===== config.mk =====
export PLATFORM = sky130hd
export DESIGN_NAME = cec_error_supervisor
export DESIGN_NICKNAME = d
export VERILOG_FILES = /design/src/hdl/cec_pkg.sv /design/src/hdl/cec_error_supervisor.sv /design/src/hdl/cec_gray_check.sv
export SDC_FILE = /design/constraint.sdc
export NUM_CORES = 1
export LEC_CHECK = 0
export ABC_AREA = 1
export BUFFER_PORTS_ARGS = -buffer_cell sky130_fd_sc_hd__buf_2
export CAP_MARGIN = 20
export CORE_MARGIN = 3
export CORE_UTILIZATION = 35
export CTS_CLUSTER_SIZE = 28
export DETAILED_ROUTE_END_ITERATION = 12
export PLACE_DENSITY = 0.58
export SLEW_MARGIN = 20
export SYNTH_ARGS = -nofsm -noshare
export SYNTH_HDL_FRONTEND = slang
export SYNTH_HIERARCHICAL = 1
export SYNTH_SLANG_ARGS = --single-unit
export TNS_END_PERCENT = 10

===== constraint.sdc =====
create_clock -name clk_i -period 2.44 [get_ports clk_i]
set_clock_uncertainty 0.2 [all_clocks]
set_input_delay 0.732 -clock clk_i [delete_from_list [all_inputs] [get_ports clk_i]]
set_output_delay 0.732 -clock clk_i [all_outputs]
set_load 0.03 [all_outputs]

===== src/hdl/cec_pkg.sv =====
// Package for the cam controller error supervisor: codes, indices, timing, types.
// Assumes a single 100 MHz clock domain.
package cec_pkg;

    // Clock and overload blank pulse timing
    localparam int unsigned CLK_MHZ = 100;
    localparam int unsigned OVL_BLANK_US = 10;
    localparam int unsigned OVL_BLANK_CYC = OVL_BLANK_US * CLK_MHZ;

    // Error source indices
    localparam int unsigned E_GRAY = 0;
    localparam int unsigned E_CSUM = 1;
    localparam int unsigned E_CFG = 2;
    localparam int unsigned E_ENC = 3;
    localparam int unsigned E_SSITO = 4;
    localparam int unsigned E_SSIGR = 5;
    localparam int unsigned E_OVL = 6;
    localparam int unsigned E_NTX = 7;
    localparam int unsigned E_NRX = 8;
    localparam int unsigned E_NID = 9;
    localparam int unsigned E_FB = 10;
    localparam int unsigned E_RXOV = 11;
    localparam int unsigned E_TXOV = 12;
    localparam int unsigned E_BLANK = 13;
    localparam int unsigned E_PLL = 14;
    localparam int unsigned NSRC = 15;

    // Serious errors occupy the lowest indices
    localparam logic [NSRC-1:0] SERIOUS_MASK = 15'h003f;

    // Error numbers, indexed by source
    localparam logic [7:0] ERR_CODE [0:NSRC-1] = '{
        8'h64, 8'h65, 8'h68, 8'h69, 8'h6c, 8'h6f, 8'h1f, 8'h28,
        8'h29, 8'h2a, 8'h2b, 8'h2c, 8'h2d, 8'h2e, 8'h2f
    };

    // Code field reset value
    localparam logic [7:0] CODE_NONE = 8'h00;

    typedef logic [3:0] cec_src_t;

    typedef struct packed {
        logic valid;
        logic [7:0] num;
    } cec_code_t;

    typedef struct packed {
        logic rx_char;
        logic rx_full;
        logic tx_push;
        logic tx_full;
    } cec_serial_t;

    typedef struct packed {
        logic tx_dup;
        logic rx_dup;
        logic node_clash;
        logic line_fault;
    } cec_net_t;

endpackage


===== src/hdl/cec_error_supervisor.sv =====
// Error supervisor of an electronic cam controller: raises numbered errors,
// blanks the switching outputs, and handles acknowledgement side effects.
// Assumes all inputs synchronous to clk_i; ack_i is a one-cycle pulse.
`timescale 1ns/1ns
module cec_error_supervisor
    import cec_pkg::*;
#(
    parameter int unsigned NOUT = 16,
    parameter int unsigned GW = 12,
    parameter logic [31:0] PLL_LIMIT = 32'h0010_0000
) (
    input wire logic clk_i,
    input wire logic nrst_i,
    input wire logic en_i,
    input wire logic [GW-1:0] gray_i,
    input wire logic gray_valid_i,
    input wire logic [GW:0] resolution_i,
    input wire logic cfg_bad_i,
    input wire logic csum_done_i,
    input wire logic csum_ok_i,
    input wire logic monitor_en_i,
    input wire logic enc_fault_i,
    input wire logic ssi_timeout_i,
    input wire logic ssi_gray_bad_i,
    input wire cec_serial_t serial_i,
    input wire cec_net_t net_i,
    input wire logic fieldbus_fitted_i,
    input wire logic fieldbus_conn_i,
    input wire logic [15:0] count_range_i,
    input wire logic [15:0] shaft_speed_i,
    input wire logic blank_save_i,
    input wire logic record_complete_i,
    input wire logic [NOUT-1:0] overload_i,
    input wire logic [NOUT-1:0] cam_i,
    input wire logic ack_i,
    output logic [NOUT-1:0] outputs_o,
    output cec_code_t code_o,
    output logic [NSRC-1:0] pending_o,
    output logic store_reset_o,
    output logic save_reject_o
);

    localparam logic [15:0] BLANK_CYC = 16'(OVL_BLANK_CYC);

    generate
        if (NOUT < 1 || GW < 2 || OVL_BLANK_CYC > 65535) begin : g_bad
            $error("cec_error_supervisor: unsupported parameter values");
        end
    endgenerate

    logic gray_illegal;
    logic [NSRC-1:0] ev;
    logic res_pow2;
    logic [31:0] pll_load;
    logic serious;
    logic ack_hit;
    logic [NSRC-1:0] pend_r, pend_nxt;
    cec_code_t code_r, code_nxt;
    cec_src_t src_r, src_nxt;
    logic [NOUT-1:0] off_r, off_nxt;
    logic [NOUT-1:0] out_r, out_nxt;
    logic [15:0] blank_r, blank_nxt;
    logic csum_seen_r, csum_seen_nxt;
    logic store_r, store_nxt;
    logic reject_r, reject_nxt;

    cec_gray_check #(.W(GW)) u_gray (
        .gray_i(gray_i),
        .res_i(resolution_i),
        .bin_o(),
        .illegal_o(gray_illegal)
    );

    // Error events
    always_comb begin
        res_pow2 = (resolution_i != '0) && ((resolution_i & (resolution_i - 1'b1)) == '0);
        pll_load = 32'(count_range_i) * 32'(shaft_speed_i);
        ev = '0;
        ev[E_GRAY] = gray_valid_i && gray_illegal;
        ev[E_CSUM] = csum_done_i && !csum_seen_r && !csum_ok_i;
        ev[E_CFG] = cfg_bad_i || !res_pow2;
        ev[E_ENC] = monitor_en_i && enc_fault_i;
        ev[E_SSITO] = ssi_timeout_i;
        ev[E_SSIGR] = ssi_gray_bad_i;
        ev[E_OVL] = |overload_i;
        ev[E_NTX] = net_i.tx_dup;
        ev[E_NRX] = net_i.rx_dup;
        ev[E_NID] = net_i.node_clash || net_i.line_fault;
        ev[E_FB] = fieldbus_fitted_i && !fieldbus_conn_i;
        ev[E_RXOV] = serial_i.rx_char && serial_i.rx_full;
        ev[E_TXOV] = serial_i.tx_push && serial_i.tx_full;
        ev[E_BLANK] = blank_save_i && !record_complete_i;
        ev[E_PLL] = pll_load > PLL_LIMIT;
    end

    assign serious = |(pend_r & SERIOUS_MASK);
    assign ack_hit = ack_i && code_r.valid;

    // Pending flags, code field and side effects
    always_comb begin
        pend_nxt = pend_r;
        code_nxt = code_r;
        src_nxt = src_r;
        off_nxt = off_r | overload_i;
        blank_nxt = (blank_r != '0) ? blank_r - 1'b1 : blank_r;
        csum_seen_nxt = csum_seen_r | csum_done_i;
        store_nxt = 1'b0;
        reject_nxt = ev[E_BLANK];
        if (ack_hit) begin
            pend_nxt[src_r] = 1'b0;
            code_nxt.valid = 1'b0;
            code_nxt.num = CODE_NONE;
            store_nxt = (src_r == cec_src_t'(E_CSUM));
            if (src_r == cec_src_t'(E_OVL)) begin
                off_nxt = overload_i;
                blank_nxt = BLANK_CYC;
            end
        end
        // New events win over the acknowledge
        pend_nxt = pend_nxt | ev;
        for (int i = NSRC - 1; i >= 0; i--) begin
            if (ev[i]) begin
                code_nxt.valid = 1'b1;
                code_nxt.num = ERR_CODE[i];
                src_nxt = cec_src_t'(i);
            end
        end
    end

    // Switching outputs
    always_comb begin
        out_nxt = cam_i & ~off_r;
        if (serious || blank_r != '0) begin
            out_nxt = '0;
        end
    end

    always_ff @(posedge clk_i or negedge nrst_i) begin
        if (!nrst_i) begin
            pend_r <= '0;
            code_r <= '0;
            src_r <= '0;
            off_r <= '0;
            out_r <= '0;
            blank_r <= '0;
            csum_seen_r <= 1'b0;
            store_r <= 1'b0;
            reject_r <= 1'b0;
        end else if (en_i) begin
            pend_r <= pend_nxt;
            code_r <= code_nxt;
            src_r <= src_nxt;
            off_r <= off_nxt;
            out_r <= out_nxt;
            blank_r <= blank_nxt;
            csum_seen_r <= csum_seen_nxt;
            store_r <= store_nxt;
            reject_r <= reject_nxt;
        end
    end

    assign outputs_o = out_r;
    assign code_o = code_r;
    assign pending_o = pend_r;
    assign store_reset_o = store_r;
    assign save_reject_o = reject_r;
endmodule // cec_error_supervisor


===== src/hdl/cec_gray_check.sv =====
// Gray to binary conversion and range check of the encoder position word.
// Assumes a clipped Gray code whose legal values lie below the resolution.
`timescale 1ns/1ns
module cec_gray_check
    import cec_pkg::*;
#(
    parameter int unsigned W = 12
) (
    input wire logic [W-1:0] gray_i,
    input wire logic [W:0] res_i,
    output logic [W-1:0] bin_o,
    output logic illegal_o
);

    genvar b;
    generate
        if (W < 2) begin : g_bad
            $error("cec_gray_check: W must be at least 2");
        end
        // Each binary bit is the xor of its own Gray bit and all higher Gray bits
        for (b = 0; b < W; b++) begin : g_bit
            assign bin_o[b] = ^gray_i[W-1:b];
        end
    endgenerate

    assign illegal_o = ({1'b0, bin_o} >= res_i);

endmodule // cec_gray_check


==> impl_metrics.ini <==
[placement]
gp_congestion = 0.856
place_area_um2 = 17000
dp_hpwl_mm = 33.9
portBuffers = 153

[sta]
fin_crit_ps = 6230
relSlewSlack_pct = 60.7
period_share_pct = 255
setup_viol = 14
rsz0062_at_grt = true
drv_slew = 0
final-hold-violation-count = 0
tightest_slew_ps = 589
setup_slack_ps = -3790
clock.fmax_mhz = 161

[critical_path]
required_ps = 2470
crit_path_top_delay_cell = fa_1
critPathMaxFanout = 7
path_class = in2reg
cp_common_cell = nand2_1
cpPeakStageDelay_ps = 530
cp-start-kind = input port
end_kind = flip-flop
arrival_ps = 6260

[routing]
ant_nets = 0
avgViaCountPerCell = 4.60
drt_wl_total_mm = 38.8
dr.pass1.iters = 5
first_iter_violations = 662
vias = 13300
drc_errors = 0
wl_per_cell_um = 13.4

[global_routing]
grt_pass1_wl_mm = 66.5
antenna_found_initial = 2
groute.usage.overall_pct = 18.2
grt.overflow.total = 0
grt_start_max_net_pins = 79
grt_pass1_vias = 13600

[cts]
ctsHoldBuffers = 0
clockRootBuffer = clkbuf_16
clk_pin_slew_worst_paths_ps = 60
cts.path.max_buffers = 2
clock_latency_ps = 340
numCtsBuffers = 9
cts_tree = done
h-tree-depth = 3
clock_sinks = 78

[hold_path]
hold_class = in2async

[run_status]
violations = negative setup slack
outcome = complete, but fails checks

[logic_synthesis]
syn_avg_cell_area_um2 = 6.94
synth_fp_nets = 2491
ys.warnings.count = 6
synthCells = 2066
synth_area_um2 = 14300

[floorplanning]
dieArea_um2 = 43400
die_h_um = 208
fp.coreArea_um2 = 40100
ios = 155
die_w_um = 208
rows = 73
initial_core_util_pct = 35.7

[cells_and_area]
area_growth_pct = 25.5
mostFrequentLayoutCells = 612 x nand2_1, 519 x inv_1, 204 x buf_4
final_area_um2 = 18000
num-nets-final = 2781
layout_commonest_cell = nand2_1
drive_above_1_share_pct = 22.5

[run]
drv_cap = 0
-- critical path, delay by kind of cell --
family / cells / cell delay (ps)
AND/OR/NAND/NOR: 18 / 1490
adder cells (fa/ha/maj): 7 / 3290
buffers and inverters: 10 / 770
-- stage by stage --
stage | util [%] | setup WS, ps | std cells | hold slack, ps | setup TNS, ps
after floorplan | - | -3970 | 2066 | 227 | -50980
after global placement | 42.5 | -4380 | 2863 | 245 | -56370
after detailed placement | 42.5 | -4420 | 2863 | 251 | -57040
after CTS | 44.4 | -3810 | 2883 | 227 | -48850
after global routing | 44.9 | -4100 | 2888 | 231 | -52720
final | 44.9 | -3790 | 2888 | 193 | -48590
-- repair_timing --
action | in CTS | in global routing
gates resized for setup | 110 | 63
setup endpoints to repair | 14 | 20
endpoints found under the hold margin | 0 | 0
pin swaps | 46 | 56
buffers inserted | 4 | 3
-- cell type report --
cell class                      instances  area [um2]
Fill cell                            4111       22100
Tap cell                              525         657
Clock buffer                           11         243
Antenna cell                            2        5.00
Timing Repair Buffer                  357        2500
Inverter                              546        2050
Multi-Input combinational cell       1364       10500
Sequential cell                        78        1950
Clock inverter                          5        81.3
-- worst paths after layout --
| check | start | endpoint | slack, ps | cells after the start |
|---|---|---|---|---|
| max reg2reg | blank_r[0]$_DFFE_PN0P_ | blank_r[11]$_DFFE_PN0P_ | 200 | 13 |
| min reg2reg | csum_seen_r$_DFFE_PN0P_ | csum_seen_r$_DFFE_PN0P_ | 270 | 2 |
| max in group asynchronous | nrst_i | blank_r[2]$_DFFE_PN0P_ | 1480 | 2 |
| min in group clk_i | csum_seen_r$_DFFE_PN0P_ | csum_seen_r$_DFFE_PN0P_ | 270 | 2 |
| max | shaft_speed_i[6] | code_o[0]$_DFFE_PN0P_ | -3790 | 35 |
| min | nrst_i | outputs_o[9]$_DFFE_PN0P_ | 190 | 2 |
-- layer usage --
layer,GRT usage [%],vias to the layer above,wire [um]
met4,3.70,0,782
met2,32.1,204,19400
met5,0,-,0
met1,24.5,6370,17500
li1,-,6654,-
met3,1.66,48,1130
-- sequential cells by signal, summed over array words and instances, names as in the netlist --
signal and cells:
src_r 4, store_reset_o 1, csum_seen_r 1, blank_r 16
save_reject_o 1, outputs_o 16, pending_o 15, off_r 16
code_o 8
Power is not shown: default switching activity piles up to over one toggle a cycle in this logic, so the estimate is an artifact.
